File: src/tzc_pkg.sv
/*
  Package for the timer zero counter with prescaler: register map,
  field positions, reset values and timing constants.
  Assumes a 32-bit APB register bus with word-aligned registers.
*/
package tzc_pkg;
  // ----------------------------------------------------------------
  // register offsets (byte addresses)
  // ----------------------------------------------------------------
  localparam logic [7:0] ADDR_CONTROL = 8'h00;
  localparam logic [7:0] ADDR_COUNT = 8'h04;
  localparam logic [7:0] ADDR_IRQ_STATUS = 8'h08;
  localparam logic [7:0] ADDR_IRQ_MASK = 8'h0c;
  // ----------------------------------------------------------------
  // control field positions
  // ----------------------------------------------------------------
  localparam int CTL_RUN = 7;
  localparam int CTL_WIDTH = 6;
  localparam int CTL_SOURCE = 5;
  localparam int CTL_EDGE = 4;
  localparam int CTL_BYPASS = 3;
  localparam int CTL_PS_LSB = 0;
  localparam int CTL_PS_W = 3;
  localparam logic [7:0] CONTROL_RESET = 8'hff;
  // ----------------------------------------------------------------
  // interrupt bits
  // ----------------------------------------------------------------
  localparam int IRQ_OVERFLOW = 0;
  localparam logic [0:0] IRQ_MASK_RESET = 1'h0;
  // ----------------------------------------------------------------
  // timing: instruction cycle is four system clocks
  // ----------------------------------------------------------------
  localparam int CLK_PERIOD_NS = 8;
  localparam int INSN_PERIOD_NS = 32;
  localparam int INSN_DIV = INSN_PERIOD_NS / CLK_PERIOD_NS;
  localparam int PRESCALER_W = 8;
endpackage

File: src/tzc_prescaler.sv
/*
  Dedicated prescaler: counts source ticks and emits one tick every
  2^(field+1) inputs. Assumes the tick input is a one-cycle pulse.
*/
`timescale 1ns/1ns
module tzc_prescaler import tzc_pkg::*; #(
  parameter int WIDTH = PRESCALER_W
) (
  // clock and reset
  input wire logic clk_sys,
  input wire logic rst,
  // control
  input wire logic clear,
  input wire logic [CTL_PS_W-1:0] prescale_field,
  input wire logic tick_in,
  // output
  output logic tick_out
);
  logic [WIDTH-1:0] count_ff;
  logic [WIDTH-1:0] nxt_count;
  logic [WIDTH-1:0] limit;
  logic wrap;

  // limit = 2^(field+1)-1, 1:2 up to 1:256
  assign limit = WIDTH'((9'h002 << prescale_field) - 9'h001);
  assign wrap = tick_in && (count_ff == limit);
  assign nxt_count = clear ? '0 : wrap ? '0 : tick_in ? count_ff + 1'b1 : count_ff;

  always_ff @(posedge clk_sys) begin
    if (rst) begin
      count_ff <= '0;
      tick_out <= 1'b0;
    end else begin
      count_ff <= nxt_count;
      tick_out <= wrap && !clear;
    end
  end
endmodule

File: src/tzc_timer.sv
/*
  Timer zero counter top: APB register slave, instruction-cycle
  divider, external pin edge detect, prescaler, 8/16-bit counter and
  overflow interrupt. Assumes the count pin is synchronous to clk_sys.
*/
//
// Behaviour
// - counter advances only while run bit is set, otherwise holds
// - width bit set gives 8-bit counter, clear gives 16-bit
// - source bit set counts pin transitions, clear counts instruction cycles
// - edge bit set counts falling pin edges, clear counts rising
// - bypass bit set feeds counter directly, clear uses prescaler output
// - prescaler divides by two to the power of field plus one
// - prescaler is dedicated to this counter, software programmed
// - control register readable and writable, resets to all ones
// - counter value readable and writable at any time
// - overflow sets sticky flag until software clears it
// - flag sets regardless of interrupt enable
// - interrupt raised only while overflow enable is set
`timescale 1ns/1ns
module tzc_timer import tzc_pkg::*; #(
  parameter int COUNT_W = 16
) (
  // clock and reset
  input wire logic clk_sys,
  input wire logic rst,
  // apb slave
  input wire logic psel,
  input wire logic penable,
  input wire logic pwrite,
  input wire logic [7:0] paddr,
  input wire logic [31:0] pwdata,
  output logic [31:0] prdata,
  output logic pready,
  output logic pslverr,
  // count pin
  input wire logic external_count_pin,
  // interrupt
  output logic irq
);
  // ----------------------------------------------------------------
  // registers
  // ----------------------------------------------------------------
  logic [7:0] control_ff;
  logic [COUNT_W-1:0] count_value_ff;
  logic overflow_flag_ff;
  logic overflow_irq_enable_ff;
  logic pin_ff;
  logic [1:0] div_ff;
  logic [31:0] nxt_prdata;
  logic nxt_pready;

  // ----------------------------------------------------------------
  // bus decode
  // ----------------------------------------------------------------
  wire access = psel && penable && !pready;
  wire wr = access && pwrite;
  wire rd = access && !pwrite;
  wire hit_ctl = (paddr == ADDR_CONTROL);
  wire hit_cnt = (paddr == ADDR_COUNT);
  wire hit_sts = (paddr == ADDR_IRQ_STATUS);
  wire hit_msk = (paddr == ADDR_IRQ_MASK);
  wire mapped = hit_ctl || hit_cnt || hit_sts || hit_msk;
  wire wr_ctl = wr && hit_ctl;
  wire wr_cnt = wr && hit_cnt;
  wire wr_sts = wr && hit_sts;
  wire wr_msk = wr && hit_msk;

  // ----------------------------------------------------------------
  // control fields
  // ----------------------------------------------------------------
  wire run_control = control_ff[CTL_RUN];
  wire width_select = control_ff[CTL_WIDTH];
  wire source_select = control_ff[CTL_SOURCE];
  wire edge_select = control_ff[CTL_EDGE];
  wire prescaler_bypass = control_ff[CTL_BYPASS];
  wire [CTL_PS_W-1:0] prescale_field = control_ff[CTL_PS_LSB +: CTL_PS_W];

  // ----------------------------------------------------------------
  // count sources
  // ----------------------------------------------------------------
  // instruction cycle clock as a one-cycle enable
  wire instruction_cycle_clock = (div_ff == 2'(INSN_DIV - 1));
  wire pin_rise = external_count_pin && !pin_ff;
  wire pin_fall = !external_count_pin && pin_ff;
  wire pin_edge = edge_select ? pin_fall : pin_rise;
  wire src_tick = source_select ? pin_edge : instruction_cycle_clock;
  wire ps_tick;
  // prescaler chain restarts on any control or count write
  wire ps_clear = wr_ctl || wr_cnt;

  // dedicated prescaler instance
  tzc_prescaler #(
    .WIDTH(PRESCALER_W)
  ) u_prescaler (
    .clk_sys(clk_sys),
    .rst(rst),
    .clear(ps_clear),
    .prescale_field(prescale_field),
    .tick_in(src_tick && run_control),
    .tick_out(ps_tick)
  );

  wire cnt_tick = prescaler_bypass ? src_tick : ps_tick;
  wire inc = run_control && cnt_tick;

  // ----------------------------------------------------------------
  // counter
  // ----------------------------------------------------------------
  wire [COUNT_W-1:0] top = width_select ? COUNT_W'(8'hff) : {COUNT_W{1'b1}};
  wire low_top = (count_value_ff[7:0] == 8'hff);
  wire at_top = width_select ? low_top : (count_value_ff == top);
  wire overflow = inc && at_top && !wr_cnt;
  // 8-bit mode only carries in the low byte; upper byte is left alone
  wire [COUNT_W-1:0] inc8 = {count_value_ff[COUNT_W-1:8], 8'(count_value_ff[7:0] + 8'h01)};
  wire [COUNT_W-1:0] inc16 = count_value_ff + 1'b1;
  wire [COUNT_W-1:0] nxt_count = wr_cnt ? pwdata[COUNT_W-1:0]
                               : !inc ? count_value_ff
                               : width_select ? inc8
                               : inc16;

  // ----------------------------------------------------------------
  // interrupt flag: set wins over write-one clear
  // ----------------------------------------------------------------
  wire clr_flag = wr_sts && pwdata[IRQ_OVERFLOW];
  wire nxt_flag = overflow || (overflow_flag_ff && !clr_flag);
  wire nxt_irq = nxt_flag && (wr_msk ? pwdata[IRQ_OVERFLOW] : overflow_irq_enable_ff);

  // ----------------------------------------------------------------
  // read mux
  // ----------------------------------------------------------------
  always_comb begin
    nxt_prdata = 32'h0000_0000;
    if (hit_ctl) begin
      nxt_prdata = {24'h00_0000, control_ff};
    end else if (hit_cnt) begin
      nxt_prdata = 32'(count_value_ff);
    end else if (hit_sts) begin
      nxt_prdata = {31'h0000_0000, overflow_flag_ff};
    end else if (hit_msk) begin
      nxt_prdata = {31'h0000_0000, overflow_irq_enable_ff};
    end
  end
  assign nxt_pready = access;

  // ----------------------------------------------------------------
  // flops
  // ----------------------------------------------------------------
  always_ff @(posedge clk_sys) begin
    if (rst) begin
      control_ff <= CONTROL_RESET;
      count_value_ff <= '0;
      overflow_flag_ff <= 1'b0;
      overflow_irq_enable_ff <= IRQ_MASK_RESET;
      irq <= 1'b0;
      pin_ff <= 1'b0;
      div_ff <= 2'h0;
    end else begin
      if (wr_ctl) begin
        control_ff <= pwdata[7:0];
      end
      if (wr_msk) begin
        overflow_irq_enable_ff <= pwdata[IRQ_OVERFLOW];
      end
      count_value_ff <= nxt_count;
      overflow_flag_ff <= nxt_flag;
      irq <= nxt_irq;
      pin_ff <= external_count_pin;
      div_ff <= div_ff + 2'h1;
    end
  end

  always_ff @(posedge clk_sys) begin
    if (rst) begin
      prdata <= 32'h0000_0000;
      pready <= 1'b0;
      pslverr <= 1'b0;
    end else begin
      pready <= nxt_pready;
      pslverr <= access && !mapped;
      if (rd) begin
        prdata <= nxt_prdata;
      end
    end
  end
endmodule

File: config.mk
export PLATFORM = sky130hd
export DESIGN_NAME = tzc_timer
export DESIGN_NICKNAME = d
export VERILOG_FILES = /design/src/tzc_pkg.sv /design/src/tzc_prescaler.sv /design/src/tzc_timer.sv
export SDC_FILE = /design/constraint.sdc
export NUM_CORES = 1
export LEC_CHECK = 0
export BUFFER_PORTS_ARGS = -buffer_cell sky130_fd_sc_hd__buf_2
export CELL_PAD_IN_SITES_DETAIL_PLACEMENT = 0
export CELL_PAD_IN_SITES_GLOBAL_PLACEMENT = 1
export CORE_MARGIN = 2
export CORE_UTILIZATION = 35
export DETAILED_ROUTE_END_ITERATION = 6
export PLACE_DENSITY = 0.76
export SYNTH_ARGS = -nofsm -noshare
export SYNTH_HDL_FRONTEND = slang
export SYNTH_HIERARCHICAL = 1
export SYNTH_SLANG_ARGS = --single-unit
File: constraint.sdc
create_clock -name clk_sys -period 2.4 [get_ports clk_sys]
set_input_delay 0.48 -clock clk_sys [delete_from_list [all_inputs] [get_ports clk_sys]]
set_output_delay 0.48 -clock clk_sys [all_outputs]
set_load 0.01 [all_outputs]
==> impl_metrics.py, run 1 <==
metrics = {
    "layout": {
        "seqCellArea_um2": 1140,
        "layout.nets": 428,
        "fill_cells": 828,
        "syn2layout_area_growth_pct": 19.7,
        "multiInputGateArea_um2": 1670,
        "final_cell_mix": "56 x dfxtp_1, 48 x buf_2, 33 x nand2_1",
        "drive_gt1_frac": 0.258,
        "final_area_um2": 3520,
        "layout_commonest_cell": "dfxtp_1",
        "n_antenna_cell": 0,
    },
    "power": {
        "p_seq_frac": 0.495,
        "p_int_mw": 1.50,
        "comb_power_share": 0.054,
        "p_clk_frac": 0.451,
        "switching_share": 0.226,
        "power_switching_mw": 0.439,
        "p_leak_nw": 1.35,
        "power_density_nw_per_um2": 551,
        "vdd_ir_drop_max_v": 0.000208,
        "fin_total_pwr_mw": 1.94,
    },
    "timing": {
        "grt_setup_unrepaired": "no",
        "maxSlewHeadroom": 0.605,
        "finalCriticalPeriod_ns": 2.22,
        "clock_skew_ns": 0.00663,
        "hold_viol_final": 0,
        "final_max_slew_viol_count": 0,
        "min_period_over_period": 0.927,
        "finalSetupTns_ns": 0,
        "clock.fmax_mhz": 449,
        "setup_viol": 0,
        "tightest_slew_ns": 0.589,
    },
    "floorplan": {
        "initial_utilization": 0.359,
        "ioPinCount": 81,
        "die_w_um": 95.6,
        "core-area_um2": 8180,
        "fp-row-count": 33,
        "die_area_um2": 9140,
        "fp.dieH_um": 95.6,
    },
    "synth": {
        "synth_cell_types": 57,
        "synth_top_area_share": 0.388,
        "ys_seq_area_frac": 0.388,
        "syn_inst": 318,
        "synth.area.top_cells": "dfxtp_1 39%, xor2_1 5.1%, a22oi_1 4.3%",
        "synth_top_cell_by_area": "dfxtp_1",
        "synth-edff-count": 0,
        "synth_area_per_cell_um2": 9.24,
        "ys_warn_count": 6,
        "ys_ff_latch": 57,
        "synth.cell_area_um2": 2940,
        "synth-main-ff-cell": "dfxtp_1",
        "async_flop_share": 0,
    },
    "placement": {
        "dpl_cell_area_um2": 3290,
        "portBuffers": 48,
        "globalplace.congestion": 0.847,
        "post-dp-hpwl_um": 4950,
    },
    "clocking": {
        "cts.clk_slew.worst_paths_ns": 0.07,
        "numCtsBuffers": 9,
        "htree_levels": 3,
        "cts-root-buf": "clkbuf_8",
        "cts_tree": "done",
        "insertion_delay_ns": 0.33,
        "cts.sinks": 57,
        "clk_path_buf_depth": 2,
    },
    "global_routing": {
        "grt_pass1_wl_um": 11400,
        "antenna_found_initial": 0,
        "grt_max_degree": 26,
        "track_usage": 0.163,
        "grt_overflow_total": 0,
        "grt_pass1_vias": 2373,
    },
    "route": {
        "wirelength_um": 6860,
        "dr_total_vias": 2466,
        "drt_iter0_drc": 84,
        "drt_first_pass_iters": 4,
        "via_per_inst": 5.05,
        "drc": 0,
        "wl_per_cell_um": 14.1,
        "final_antenna_net_count": 0,
    },
    "run_status": {
        "outcome": "finished, final reports clean",
    },
    "flow_run": {
        "cap_violations": 0,
    },
    "critical_path": {
        "crit_path_end_kind": "flop",
        "worst_path_max_delay_cell": "or4_1",
        "crit_chain": "buf_4 > nor2_1 > nand2_1 > ha_1 > nor3b_2 > or4_1 > a22oi_2 > buf_4 > and3_1",
        "crit_path_start_kind": "flop",
        "arrival_ns": 2.50,
        "cp.required_ns": 2.67,
        "crit_top_cell": "buf_4",
        "cp_max_fo": 11,
        "crit_path_max_incr_delay_ns": 0.52,
        "worstSetupPathType": "reg -> reg",
    },
    "worst_hold_path": {
        "hold_class": "in -> reg",
    },
}
synth_stat cells, types with 8 or more instances:
cell	number
dfxtp_1	57
nand2_1	33
nor2_1	21
o21ai_1	20
a22oi_1	17
buf_4	17
xor2_1	17
nor2b_1	12
a21oi_1	11
clkbuf_1	9
a211o_1	8
xnor2_1	8
per-layer routing:
metal,track usage,part of all wire,up-vias
li1,-,-,1248
met1,0.209,0.46,1155
met2,0.261,0.48,51
met3,0.0435,0.041,12
met4,0.0619,0.017,0
met5,0,0,-
cell type report:
cell class / instances / area share
multi-input combinational: 242 / 0.476
sequential: 57 / 0.325
timing repair buffer: 65 / 0.105
clock buffer: 13 / 0.0423
tap: 105 / 0.0374
clock inverter: 3 / 0.0114
inverter: 3 / 0.00320
critical path: cells and delay by family, from the launching register on:
family	cells	cell delay [ns]
and+or+nand+nor	5	1.09
buffers and inverters	2	0.34
DFF	1	0.32
adders and majority gates	1	0.29
AOI/OAI and AO/OA	1	0.13
repair_timing:
item                                    in CTS  in global routing
hold buffers                                 0                  0
hold endpoints to repair                     0                  0
gates resized for setup                      0                  7
setup buffers                                0                  1
endpoints found under the setup margin       0                  8
final timing paths:
path / slack (ns) / start / end / depth (start not counted)
worst max-delay path: 0.18 / control_ff[2] / u_prescaler/tick_out / 9
worst min register to register: 0.42 / div_ff[0] / div_ff[0] / 1
worst min-delay path: 0.35 / pwdata[14] / count_value_ff[14] / 3
worst max register to register: 0.18 / control_ff[2] / u_prescaler/tick_out / 9
per-stage QoR:
step	hold slack (ns)	cells	setup WS, ns	util
2_1_floorplan	0.399	333	0.0209	-
3_3_place_gp	0.408	471	0.0952	0.402
3_5_place_dp	0.420	471	0.0567	0.402
4_1_cts	0.345	487	0.0203	0.425
5_1_grt	0.345	488	0.0189	0.430
6_report	0.350	488	0.175	0.430
sequential cells by signal, summed over array words and instances (netlist names):
signal	cells
irq	1
prdata	16
control_ff	8
div_ff	2
count_value_ff	16
pready	1
pslverr	1
overflow_flag_ff	1
u_prescaler/tick_out	1
u_prescaler/count_ff	8
overflow_irq_enable_ff	1
pin_ff	1
power by group through the flow:
stage	Clock, mW	Combinational, mW	Sequential (mW)
after global placement	0	0.104	0.981
after floorplan	0	0.0722	0.981
final	0.873	0.104	0.960
after global routing	0.940	0.117	0.961
after detailed placement	0	0.105	0.982
after CTS	0.896	0.106	0.960
cells by family after synthesis:
logic type / synth area share
buf+inv: 0.0715
flops: 0.388
other cells: 0.00128
xor+xnor: 0.0745
compound gates: 0.215
simple gates: 0.214
mux: 0.0179
fa+ha+maj: 0.0170
Power figures use the tool's default switching activity.
==> run 2, diff against run 1 <==
Settings changed: CORE_UTILIZATION 35 to 36, CTS_BUF_LIST set to sky130_fd_sc_hd__clkbuf_4 sky130_fd_sc_hd__clkbuf_8, PLACE_DENSITY 0.76 to 0.77.
==> run 2 against run 1 <==
Compared with the run above: cell count fell by 0.41%; count of clock-buffer cells in the layout rose by 1; critical path type unchanged; via count rose by 1.1%; first-iteration DRC count rose by 33%; critical endpoint unchanged.
==> impl_metrics.py, run 2 (synthesis gave the netlist of run 1 again) <==
metrics = {
    "worst_hold_path": {
        "whs_endpoint": "count_value_ff[13]",
        "hold_class": "in -> reg",
        "min_from": "pwdata[13]",
        "hold_depth": 3,
    },
    "layout": {
        "seqCellArea_um2": 1140,
        "reg_top3": "count_value_ff (16), prdata (16)",
        "drive_gt1_frac": 0.266,
        "n_antenna_cell": 0,
        "final_cell_mix": "57 x dfxtp_1, 48 x buf_2, 33 x nand2_1",
        "layout.nets": 429,
        "syn2layout_area_growth_pct": 20.4,
        "fill_cells": 771,
        "final_area_um2": 3540,
        "fin_cells": 486,
        "multiInputGateArea_um2": 1670,
        "layout_commonest_cell": "dfxtp_1",
    },
    "critical_path": {
        "crit_chain": "nor3_2 > inv_1 > ha_1 > nor3b_2 > or4_1 > a22oi_2 > buf_4 > and3_1",
        "timing.rr.end": "u_prescaler/tick_out",
        "crit_path_max_incr_delay_ns": 0.51,
        "r2r_cells": 8,
        "critPathLaunch": "control_ff[2]",
        "worst_path_max_delay_cell": "or4_1",
        "worstSetupPathType": "reg -> reg",
        "crit_path_end_kind": "flop",
        "arrival_ns": 2.49,
        "crit_path_start_kind": "flop",
        "cp.required_ns": 2.67,
        "reg2reg_slack_ns": 0.19,
        "cp_max_fo": 8,
        "regToRegStartpoint": "control_ff[2]",
    },
    "clocking": {
        "post-cts-setup-buffers": 0,
        "htree_levels": 3,
        "cts-root-buf": "clkbuf_8",
        "cts_tree": "done",
        "clk_path_buf_depth": 2,
        "cts.sinks": 57,
        "insertion_delay_ns": 0.34,
        "cts.clk_slew.worst_paths_ns": 0.06,
        "numCtsBuffers": 9,
    },
    "placement": {
        "place_ws_ns": 0.0360,
        "post-dp-hpwl_um": 4940,
        "placedCellCount": 470,
        "dpl_cell_area_um2": 3300,
        "globalplace.congestion": 0.809,
        "portBuffers": 48,
    },
    "flow_run": {
        "cap_violations": 0,
    },
    "timing": {
        "finalSetupTns_ns": 0,
        "clock.fmax_mhz": 452,
        "fin_ws_ns": 0.189,
        "hold_slack_ns": 0.346,
        "grt_setup_unrepaired": "no",
        "min_period_over_period": 0.921,
        "setup_viol": 0,
        "final_max_slew_viol_count": 0,
        "clock_skew_ns": 0.0103,
        "finalCriticalPeriod_ns": 2.21,
        "hold_viol_final": 0,
    },
    "route": {
        "via_per_inst": 5.13,
        "drc": 0,
        "wl_per_cell_um": 13.9,
        "drt_first_pass_iters": 4,
        "wl_met1_um": 3150,
        "route.met3.wl_um": 303,
        "routed.top_layer": "met4",
        "final_antenna_net_count": 0,
        "dr_total_vias": 2492,
        "drt_iter0_drc": 112,
        "route.met2.wl_um": 3210,
        "wirelength_um": 6760,
    },
    "power": {
        "power_density_nw_per_um2": 571,
        "vdd_ir_drop_max_v": 0.000255,
        "p_leak_nw": 1.36,
    },
    "run_status": {
        "outcome": "finished, final reports clean",
    },
    "floorplan": {
        "initial_utilization": 0.376,
        "ioPinCount": 81,
        "die_area_um2": 8900,
        "fp.dieH_um": 94.3,
        "die_w_um": 94.3,
        "fp-row-count": 32,
        "core-area_um2": 7810,
    },
    "global_routing": {
        "grt_pass1_wl_um": 11400,
        "track_usage": 0.166,
        "grt_max_degree": 24,
        "grt_overflow_total": 0,
        "antenna_found_initial": 0,
        "grt_pass1_vias": 2376,
    },
}
==> run 2: metrics by stage <==
| stage | power [mW] | utilization |
|---|---|---|
| floorplan | 1.05 | - |
| global placement | 1.09 | 0.422 |
| finish | 2.02 | 0.453 |
| detailed placement | 1.09 | 0.422 |
| global route | 2.10 | 0.453 |
| CTS | 2.05 | 0.450 |
==> run 2: how the worst max path moves through the flow <==
stage | endpoint | slack, ns | cells after the start
final | u_prescaler/tick_out | 0.19 | 8
after global routing | u_prescaler/count_ff[6] | 0.01 | 8
after CTS | u_prescaler/count_ff[7] | 0.02 | 8
after detailed placement | u_prescaler/count_ff[7] | 0.04 | 8
after global placement | u_prescaler/count_ff[7] | 0.15 | 8
after floorplan | u_prescaler/count_ff[5] | 0.02 | 6
==> run 2: power by group <==
group / total (mW) / switching (mW) / internal (mW)
logic: 0.105 / 0.0650 / 0.0395
registers: 0.960 / 0.00602 / 0.954
clock network: 0.954 / 0.368 / 0.586
total: 2.02 / 0.439 / 1.58
==> run 2: cell type report <==
| class | count | share of cell area |
|---|---|---|
| inverters | 3 | 0.00318 |
| well taps | 102 | 0.0361 |
| repair buffers | 66 | 0.106 |
| clock buffers | 14 | 0.0510 |
| clock inverters | 2 | 0.00991 |
| multi-input cells | 242 | 0.471 |
| flip-flops and latches | 57 | 0.323 |
==> run 2: what timing repair did <==
action                     in CTS  in global routing
hold buffers                    0                  0
setup endpoints to repair       0                  5
resized for setup               0                  5
==> run 2: layer usage <==
metal,track usage,up-vias
met5,0,-
met4,0.0870,0
met3,0.0375,9
met2,0.270,62
met1,0.207,1167
li1,-,1254
==> run 2: worst max-delay path, delay by kind of cell, from the launching register on <==
kind                     cells  cell delay, ns
adder cells (fa/ha/maj)      1            0.28
buffers and inverters        2            0.25
AND/OR/NAND/NOR              4            1.11
flip-flops                   1            0.36
AO/OA/AOI/OAI                1            0.16
